--- src/verilog/ccsum_pkg.sv ---
// Constants for the image checksum block and its two-entry input buffer.
// Assumes a single clock; the buffer sits between the reader and the adder.
package ccsum_pkg;

  // ==========================================================
  // Stream layout
  localparam int ADDR_W = 24;
  localparam int DATA_W = 16;
  localparam int ITEM_W = 1 + 2 + ADDR_W + DATA_W;
  localparam int BUF_DEPTH = 2;

  typedef enum logic [1:0] {
    SPACE_PROG = 2'h0,
    SPACE_CFG = 2'h1,
    SPACE_ID = 2'h2,
    SPACE_EE = 2'h3
  } ccsum_space_t;

  typedef enum logic [1:0] {
    ST_IDLE = 2'h0,
    ST_RUN = 2'h1,
    ST_DONE = 2'h3
  } ccsum_state_t;

  // ==========================================================
  // Configuration area
  localparam logic [ADDR_W-1:0] CFG_BASE = 24'h300000;
  localparam logic [3:0] CFG_LAST_OFS = 4'hD;
  localparam int NUM_CFG = 14;
  localparam logic [3:0] CFG_PROT_LO_OFS = 4'h8;
  localparam logic [3:0] CFG_PROT_HI_OFS = 4'h9;
  localparam int BOOT_PROT_BIT = 6;
  localparam logic [DATA_W-1:0] SUM_RESET = 16'h0000;

  // ==========================================================
  // Per-variant tables, byte 0 of the config area in the low bits
  localparam int NUM_VARIANTS = 4;
  typedef logic [NUM_CFG*8-1:0] ccsum_masks_t;
  localparam ccsum_masks_t CFG_MASKS [NUM_VARIANTS] = '{
    112'h40_0F_E0_0F_C0_0F_00_C5_87_00_1F_1F_CF_00,
    112'h40_0F_E0_0F_C0_0F_00_C5_86_00_1F_1F_CF_00,
    112'h40_3F_E0_3F_C0_3F_00_C5_86_00_1F_1F_CF_00,
    112'h40_3F_E0_3F_C0_3F_00_C5_86_00_1F_1F_CF_00
  };
  // Last program byte address of each variant
  localparam logic [ADDR_W-1:0] LAST_PROG [NUM_VARIANTS] = '{
    24'h00FFFF, 24'h00FFFF, 24'h013FFF, 24'h017FFF
  };

endpackage

--- src/verilog/ccsum_buf.sv ---
// Two-entry FIFO with valid/ready on both sides.
// Assumes the same clock and reset as its user; ce low freezes it.
`timescale 1ns/1ns
module ccsum_buf import ccsum_pkg::*; #(
  parameter int WIDTH = ITEM_W,
  parameter int DEPTH = BUF_DEPTH
) (
  // Clock and reset
  input wire logic clock,
  input wire logic srst,
  input wire logic ce,
  // Fill side
  input wire logic wr_valid,
  output logic wr_ready,
  input wire logic [WIDTH-1:0] wr_data,
  // Drain side
  output logic rd_valid,
  input wire logic rd_ready,
  output logic [WIDTH-1:0] rd_data
);

  localparam int PW = $clog2(DEPTH);

  logic [WIDTH-1:0] mem_reg [DEPTH];
  logic [PW-1:0] wp_reg;
  logic [PW-1:0] rp_reg;
  logic [PW:0] cnt_reg;
  logic push;
  logic pop;

  assign wr_ready = (cnt_reg != (PW+1)'(DEPTH));
  assign rd_valid = (cnt_reg != '0);
  assign rd_data = mem_reg[rp_reg];
  assign push = wr_valid & wr_ready;
  assign pop = rd_valid & rd_ready;

  always_ff @(posedge clock) begin
    if (ce && push) begin
      mem_reg[wp_reg] <= wr_data;
    end
  end

  always_ff @(posedge clock) begin
    if (srst) begin
      wp_reg <= '0;
      rp_reg <= '0;
      cnt_reg <= '0;
    end else if (ce) begin
      if (push) begin
        wp_reg <= (wp_reg == PW'(DEPTH-1)) ? '0 : wp_reg + 1'b1;
      end
      if (pop) begin
        rp_reg <= (rp_reg == PW'(DEPTH-1)) ? '0 : rp_reg + 1'b1;
      end
      cnt_reg <= cnt_reg + (PW+1)'(push) - (PW+1)'(pop);
    end
  end

endmodule

--- src/verilog/ccsum_top.sv ---
// Checksum of a nonvolatile image: program words, masked config bytes,
// and ID words when any block is code-protected.
// Assumes a reader on the same clock streams tagged words, last one flagged.
`timescale 1ns/1ns

module ccsum_top import ccsum_pkg::*; #(
  parameter int VARIANT = 0
) (
  // Clock, reset, enable
  input wire logic clock,
  input wire logic srst,
  input wire logic ce,
  // Control
  input wire logic start,
  // Word stream from the reader
  input wire logic in_valid,
  output logic in_ready,
  input wire logic [1:0] in_space,
  input wire logic [ADDR_W-1:0] in_addr,
  input wire logic [DATA_W-1:0] in_data,
  input wire logic in_last,
  // Result
  output logic busy,
  output logic done,
  output logic [DATA_W-1:0] checksum
);

  // ==========================================================
  // Input buffer
  logic b_valid;
  logic b_ready;
  logic [ITEM_W-1:0] b_item;

  ccsum_buf u_buf (
    .clock(clock),
    .srst(srst),
    .ce(ce),
    .wr_valid(in_valid),
    .wr_ready(in_ready),
    .wr_data({in_last, in_space, in_addr, in_data}),
    .rd_valid(b_valid),
    .rd_ready(b_ready),
    .rd_data(b_item)
  );

  logic it_last;
  ccsum_space_t it_space;
  logic [ADDR_W-1:0] it_addr;
  logic [DATA_W-1:0] it_data;

  assign it_last = b_item[ITEM_W-1];
  assign it_space = ccsum_space_t'(b_item[ITEM_W-2 -: 2]);
  assign it_addr = b_item[DATA_W +: ADDR_W];
  assign it_data = b_item[DATA_W-1:0];

  // ==========================================================
  // Control
  ccsum_state_t state_reg;
  ccsum_state_t state_next;
  logic fire;

  assign b_ready = (state_reg == ST_RUN);
  assign fire = b_valid & b_ready;
  assign busy = (state_reg == ST_RUN);

  always_comb begin
    state_next = state_reg;
    unique case (state_reg)
      ST_IDLE: begin
        if (start) begin
          state_next = ST_RUN;
        end
      end
      ST_RUN: begin
        if (fire && it_last) begin
          state_next = ST_DONE;
        end
      end
      ST_DONE: begin
        if (start) begin
          state_next = ST_RUN;
        end
      end
      default: begin
        state_next = ST_IDLE;
      end
    endcase
  end

  always_ff @(posedge clock) begin
    if (srst) begin
      state_reg <= ST_IDLE;
    end else if (ce) begin
      state_reg <= state_next;
    end
  end

  // ==========================================================
  // Term selection
  localparam ccsum_masks_t MASKS = CFG_MASKS[VARIANT];
  localparam logic [ADDR_W-1:0] LAST_ADDR = LAST_PROG[VARIANT];

  logic [ADDR_W-1:0] cfg_ofs_full;
  logic [3:0] cfg_ofs;
  logic cfg_hit;
  logic [7:0] cfg_mask;
  logic [7:0] cfg_byte;
  logic [DATA_W-1:0] main_term;

  assign cfg_ofs_full = it_addr - CFG_BASE;
  assign cfg_ofs = cfg_ofs_full[3:0];
  assign cfg_hit = (it_space == SPACE_CFG) && (it_addr >= CFG_BASE)
                   && (cfg_ofs_full <= ADDR_W'(CFG_LAST_OFS));
  // Per-offset mask table; only offsets inside the area select a mask
  logic [7:0] mask_tab [NUM_CFG];

  genvar gi;
  generate
    for (gi = 0; gi < NUM_CFG; gi++) begin : g_mask
      assign mask_tab[gi] = MASKS[gi*8 +: 8];
    end
  endgenerate

  always_comb begin
    cfg_mask = 8'h00;
    if (cfg_hit) begin
      cfg_mask = mask_tab[cfg_ofs];
    end
  end
  assign cfg_byte = it_data[7:0] & cfg_mask;

  always_comb begin
    main_term = '0;
    if (it_space == SPACE_PROG && it_addr <= LAST_ADDR) begin
      main_term = it_data;
    end else if (cfg_hit) begin
      main_term = {8'h00, cfg_byte};
    end
    // Data EEPROM and stray words contribute nothing
  end

  // ==========================================================
  // Code-protect detection, cleared bits mean protected
  logic prot_reg;
  logic prot_next;

  always_comb begin
    prot_next = prot_reg;
    if (fire && cfg_hit && cfg_ofs == CFG_PROT_LO_OFS
        && cfg_byte != cfg_mask) begin
      prot_next = 1'b1;
    end
    if (fire && cfg_hit && cfg_ofs == CFG_PROT_HI_OFS
        && cfg_mask[BOOT_PROT_BIT] && !cfg_byte[BOOT_PROT_BIT]) begin
      prot_next = 1'b1;
    end
  end

  always_ff @(posedge clock) begin
    if (srst) begin
      prot_reg <= 1'b0;
    end else if (ce) begin
      prot_reg <= (start && state_reg != ST_RUN) ? 1'b0 : prot_next;
    end
  end

  // ==========================================================
  // Accumulators, sixteen bits with carries dropped
  logic [DATA_W-1:0] sum_reg;
  logic [DATA_W-1:0] sum_next;
  logic [DATA_W-1:0] id_sum_reg;
  logic [DATA_W-1:0] id_sum_next;

  assign sum_next = fire ? sum_reg + main_term : sum_reg;
  assign id_sum_next = (fire && it_space == SPACE_ID) ? id_sum_reg + it_data
                       : id_sum_reg;

  always_ff @(posedge clock) begin
    if (srst) begin
      sum_reg <= SUM_RESET;
      id_sum_reg <= SUM_RESET;
    end else if (ce) begin
      if (start && state_reg != ST_RUN) begin
        sum_reg <= SUM_RESET;
        id_sum_reg <= SUM_RESET;
      end else begin
        sum_reg <= sum_next;
        id_sum_reg <= id_sum_next;
      end
    end
  end

  // ==========================================================
  // Result
  logic [DATA_W-1:0] checksum_reg;
  logic done_reg;

  assign checksum = checksum_reg;
  assign done = done_reg;

  always_ff @(posedge clock) begin
    if (srst) begin
      checksum_reg <= SUM_RESET;
      done_reg <= 1'b0;
    end else if (ce) begin
      if (start && state_reg != ST_RUN) begin
        done_reg <= 1'b0;
      end else if (fire && it_last) begin
        checksum_reg <= sum_next + (prot_next ? id_sum_next : SUM_RESET);
        done_reg <= 1'b1;
      end
    end
  end

endmodule

--- config.mk ---
export PLATFORM = sky130hd
export DESIGN_NAME = ccsum_top
export DESIGN_NICKNAME = d
export VERILOG_FILES = /design/src/verilog/ccsum_pkg.sv /design/src/verilog/ccsum_buf.sv /design/src/verilog/ccsum_top.sv
export SDC_FILE = /design/constraint.sdc
export NUM_CORES = 1
export LEC_CHECK = 0
export ABC_AREA = 1
export BUFFER_PORTS_ARGS = -buffer_cell sky130_fd_sc_hd__buf_2
export CORE_UTILIZATION = 46
export DETAILED_ROUTE_END_ITERATION = 16
export GPL_TIMING_DRIVEN = 0
export PLACE_DENSITY = 0.66
export SLEW_MARGIN = 15
export SYNTH_ARGS = -nofsm -noshare
export SYNTH_HDL_FRONTEND = slang
export SYNTH_SLANG_ARGS = --single-unit
--- constraint.sdc ---
create_clock -name clock -period 5.35 [get_ports clock]
set_clock_uncertainty 0.05 [all_clocks]
set_input_delay 0 -clock clock [delete_from_list [all_inputs] [get_ports clock]]
set_output_delay 0 -clock clock [all_outputs]
set_load 0.02 [all_outputs]
# After elaboration in Yosys (flattened, before gate mapping)
# Memories as Yosys holds them, arrays and structs flattened. A register that Yosys moved wholly into a read port is not among the register bits.
# Cells that the tools add are included.
totals:
  reg_bits: 56
  mem_bits_rw: 86
  rom_bits: 128
  input_bits: 48
  out_inout_bits: 19
  wordCells: 87
  memories: 2
memory_table:
  columns: ["memory", "depth", "width", "rd", "rd_clocked_by_memory_dff", "wr", "line", "rtl"]
  rows:
  - ["(name not given)", 16, 8, 1, 0, 0, "ccsum_top.sv:127", "cfg_mask = mask_tab[cfg_ofs];"]
  - ["u_buf.mem_reg", 2, 43, 1, 1, 1, "ccsum_buf.sv:24", "logic [WIDTH-1:0] mem_reg [DEPTH];"]
classes:
  add_sub_neg: 8
  order_cmp: 4
  eq_ne: 11
  n_mux: 24
  bitwise_logic: 5
  reduce_logical: 24
op_table:
  columns: ["op", "count"]
  rows:
  - ["$mux W16", 6]
  - ["$add A16 B16 Y16", 3]
  - ["$mux W8", 4]
  - ["$ge A24 B22 Y1 const B", 1]
  - ["$le A24 B16 Y1 const B", 1]
  - ["$le A24 B4 Y1 const B", 1]
  - ["$sub A24 B22 Y24 const B", 1]
  - ["$logic_and A1 B1 Y1", 13]
  - ["$mux W1", 11]
  - ["$and A8 B8 Y8", 1]
  - ["$eq A4 B4 Y1 const B", 2]
  - ["$ne A8 B8 Y1", 1]
  - ["$reduce_and A2 Y1", 3]
  - ["$reduce_and A3 Y1", 2]
  - ["$ge A5 B5 Y1 const B", 1]
  - ["$not A4 Y5", 1]
  - ["$eq A2 B1 Y1 const B", 2]
  - ["$eq A2 B2 Y1 const B", 2]
  - ["$logic_not A2 Y1", 2]
  - ["$mux W2", 2]
  - ["$ne A2 B1 Y1 const B", 2]
  - ["$ne A2 B2 Y1 const B", 2]
  - ["$pmux W2 S2", 1]
  - ["$reduce_bool A2 Y1", 2]
  - ["other kinds (7)", 9]

# Longest topological paths before layout
depth:
  depth_word: 13
  depth_mapped: 41
  depth_no_buf: 39

# Hierarchy
# A second synthesis with hierarchy kept.
hier_totals:
  cells_unflattened: 1006
  hier_area_um2: 8780.9
modules_own_cells:
  columns: ["mod", "instances", "cells_per_inst", "area_each_um2", "seq_area_each_um2"]
  rows:
  - ["ccsum_top", 1, 825, 5181.2, 1041.0]
  - ["ccsum_buf", 1, 181, 3599.7, 2682.6]

# Least setup slack after synthesis
# Ideal clock, no wire load.
synth_path:
  path_type: "register to register"
  from: "register with a tool-made name"
  to: "register checksum_reg[15], in the netlist checksum[15]"
  setup_ns: 0.109
  arrival_ns: 4.877
  path_slack_ns: 0.314
  path_stages_with_launch: 38
  n_path_buf: 1
  period_less_slack_ns: 5.036
  path_cell_list: "dfxtp_1 > buf_4 > o21ai_0 > ha_1 > nor3_1 > nor3b_1 > nand2_1 > inv_2 > nand2_1 > a21oi_1 > or2_2 > inv_1 > nor2_1 > ha_1 > inv_1 > fa_1 > o21ai_1 > nand2_1 > (+2 left out) > o21ai_1 > a21boi_0 > o21ai_1 > xor2_1 > o21ai_1 > ha_1 > nand2_1 > nand2_1 > nand2_1 > nand2_1 > a21oi_1 > inv_1 > a221oi_1 > inv_1 > nand3_1 > nand3_1 > nand2_1 > inv_1"
synth_lines:
  columns: ["element", "line", "rtl"]
  rows:
  - ["end signal: assignment", "ccsum_top.sv:209", "checksum_reg <= sum_next + (prot_next ? id_sum_next : SUM_RESET);"]
  - ["end: declaration", "ccsum_top.sv:195", "logic [DATA_W-1:0] checksum_reg;"]

==> results.txt <==
Gr usage total -> 23.1%
Relative max-transition margin -> 37.3%
Clock Sinks -> 143
Hold crit path type -> input pin to register
Hold_sp -> srst
Max FFs per register -> 86
Grt ovf -> 0
Die height -> 137 µm
Status -> complete, no violations
Std cell rows -> 49
Post-synth top flop -> edfxtp_1
CP required -> 5.64 ns
Worst-Skew Late Latency -> 0.44 ns
Largest net degree at the start of global routing -> 28
FFs w/ async S/R, synth -> 0%
Synth Area per Inst -> 8.28 µm²
Final Hold Viols -> 0
H-tree depth -> 4
Area Growth Syn to Fin -> 24.8%
Hold path endpoint -> id_sum_reg[15]$_SDFFE_PP0P_
CTS Buffer Depth -> 2
Leading area contributor after synthesis -> edfxtp_1
First-pass GRT wire length -> 32.9 mm
RSZ-0062 raised after global routing -> true
Post-DRT Antenna Nets -> 0
Slack of the worst reg-to-reg path -> 0.18 ns
Synth Warn # -> 0
Max layer used -> met4
Vias in the first global route -> 6699
Final number of setup-violating endpoints -> 0
Met2 WL post-DR -> 9.75 mm
ANT cells -> 0
Initial antenna violation count -> 0
1st-iter DRT viols -> 522
Nets -> 1265
Pwr Density -> 256 mW/mm²
WS Path Type -> register to register
Share of cells above drive strength 1 -> 19.0%
Mapped Cells -> 1013
Post-synth EDFFs -> 86
Synth cell types -> 50
CORE AREA -> 0.0179 mm²
Initial DRT Pass Iterations -> 5
Top post-synthesis cells by area -> edfxtp_1 31%, dfxtp_1 14%, nand2_1 9.9%, ha_1 8.1%, a21oi_1 5.3%
Synth top area share -> 30.8%
Fin crit period -> 5.17 ns
Worst path max stage delay -> 0.40 ns
WL met1 -> 9.66 mm
DR vias -> 7293
Post-DP HPWL -> 14.8 mm
Syn Nets -> 1118
VDD IR max -> 0.245 mV
Die area -> 0.0188 mm²
Die X -> 137 µm
Placer Congestion -> 0.890
DRC violations left -> 0
I/O Buffers -> 65
Period utilization -> 96.7%
CP Data Arrival Time -> 5.46 ns
CTS tree -> built
Worst Hold Path Cells -> 2
Max-cap viol count -> 0
F_max -> 193 MHz
Startpoint Class -> register
Cts bufs inserted -> 17
Post-Synthesis Cell Area -> 0.00838 mm²
Post-layout utilization of the core -> 58.5%
Pleak -> 4.54 nW
Maximum fanout along the worst path -> 7
Mean routed wirelength per cell -> 14.8 µm
Max Slew Vio Count -> 0
Reg2Reg Depth -> 41
Clock-pin slew on the worst setup and hold paths -> 0.07 ns
Crit-path most repeated cell -> nand2_1
R2R Path End -> checksum[15]$_SDFFE_PP0P_
Seq/Total Area, Yosys -> 44.4%
Sum Neg Setup Slack -> 0 ns
Total Routed Length -> 20.7 mm
Clk root buf -> clkbuf_16
Crit end category -> register
Mean number of vias per cell -> 5.20
# IOs -> 67
Synth Register Bits -> 143
Crit-path slowest cell -> dfxtp_4
Met3 Wirelength -> 939 µm
Initial core utilization -> 46.8%
Tightest Pin Transition -> 0.931 ns
## synthesized netlist by cell type (16+ instances only)
library cell	count
inv_1	109
o21ai_0	77
xor2_1	16
nor2_1	78
a21oi_1	88
ha_1	54
edfxtp_1	86
clkbuf_1	18
dfxtp_1	57
or2_2	28
nand3_1	41
nand2_1	221
## stage by stage
stage / cells / total power (W) / setup slack [ns] / instance area (µm²) / hold WS, ns
2_1_floorplan: 1013 / 0.00138 / 0.314 / 8380 / 0.0489
3_3_place_gp: 1307 / 0.00145 / -0.730 / 9000 / 0.138
3_5_place_dp: 1309 / 0.00145 / -0.715 / 9060 / 0.141
4_1_cts: 1390 / 0.00267 / 0.0267 / 10200 / 0.00767
5_1_grt: 1402 / 0.00278 / -0.227 / 10500 / 0.0112
6_report: 1402 / 0.00268 / 0.176 / 10500 / 0.0335
## metal layers
layer / up-vias / global-route usage (%)
li1: 3717 / -
met1: 3367 / 30.2
met2: 182 / 38.5
met3: 27 / 4.04
met4: 0 / 7.57
met5: - / 0
## worst max-delay path, delay by kind of cell, from the launching register on
family                     cells  cell delay [ns]
and+or+nand+nor               17             1.42
AOI/OAI and AO/OA              9             1.22
adders and majority gates      4             1.12
buffers and inverters         10             0.69
DFF                            1             0.40
xor gates and xnor gates       1             0.16
## power by group
group	switching, W	internal (W)	leakage [nW]
Combinational	0.000163	0.0000999	2.99
Sequential	0.0000125	0.00120	1.25
Clock	0.000569	0.000635	0.296
Total	0.000745	0.00194	4.54
## layout make-up
cell class	instances	area, µm²
flip-flops and latches	143	3730
plain buffers	30	165
clock inverters	15	174
fillers	1598	7440
multi-input cells	727	4300
clock buffers	17	425
repair buffers	128	961
inverters	113	432
well taps	229	287
## placed cells by master, fill, tap and decap left out, types with 7 or more instances in the layout
master	n
dlygate4sd3_1	45
ha_1	50
nand3_1	41
dfxtp_1	56
xor2_1	16
inv_8	8
a21oi_1	83
or2_2	27
buf_2	68
inv_1	106
clkbuf_16	18
a21oi_2	17
xnor2_1	13
buf_4	16
nand2_2	10
edfxtp_1	86
o21bai_1	8
o21ai_0	65
nand4_1	12
nand2_1	216
clkbuf_1	18
nor2_1	75
o21ai_2	7
o21ai_1	16
## cell families after synthesis
| family | after synthesis | share of synthesized area [%] |
|---|---|---|
| compound gates | 224 | 15.1 |
| xor+xnor | 29 | 3.03 |
| fa+ha+maj | 57 | 8.77 |
| buf+inv | 143 | 6.86 |
| flops | 143 | 44.4 |
| simple gates | 417 | 21.8 |
## repair_timing
| item | 4_1_cts | 5_1_grt |
|---|---|---|
| setup endpoints to repair | 7 | 7 |
| pin swaps | 3 | 23 |
| buffers inserted | 4 | 11 |
| gates cloned | 0 | 1 |
| hold endpoints to repair | 91 | 0 |
| hold buffers | 45 | 0 |
| gates resized for setup | 18 | 49 |
## worst max path at each step
| stage | start | end | cells past startpoint |
|---|---|---|---|
| after floorplan | register | checksum[15]$_SDFFE_PP0P_ | 37 |
| after global placement | register | checksum[15]$_SDFFE_PP0P_ | 37 |
| after detailed placement | register | checksum[15]$_SDFFE_PP0P_ | 37 |
| after CTS | register | checksum[14]$_SDFFE_PP0P_ | 33 |
| after global routing | register | checksum[15]$_SDFFE_PP0P_ | 36 |
| final | register | checksum[15]$_SDFFE_PP0P_ | 41 |
No activity file was read; power rests on OpenSTA's default activity.
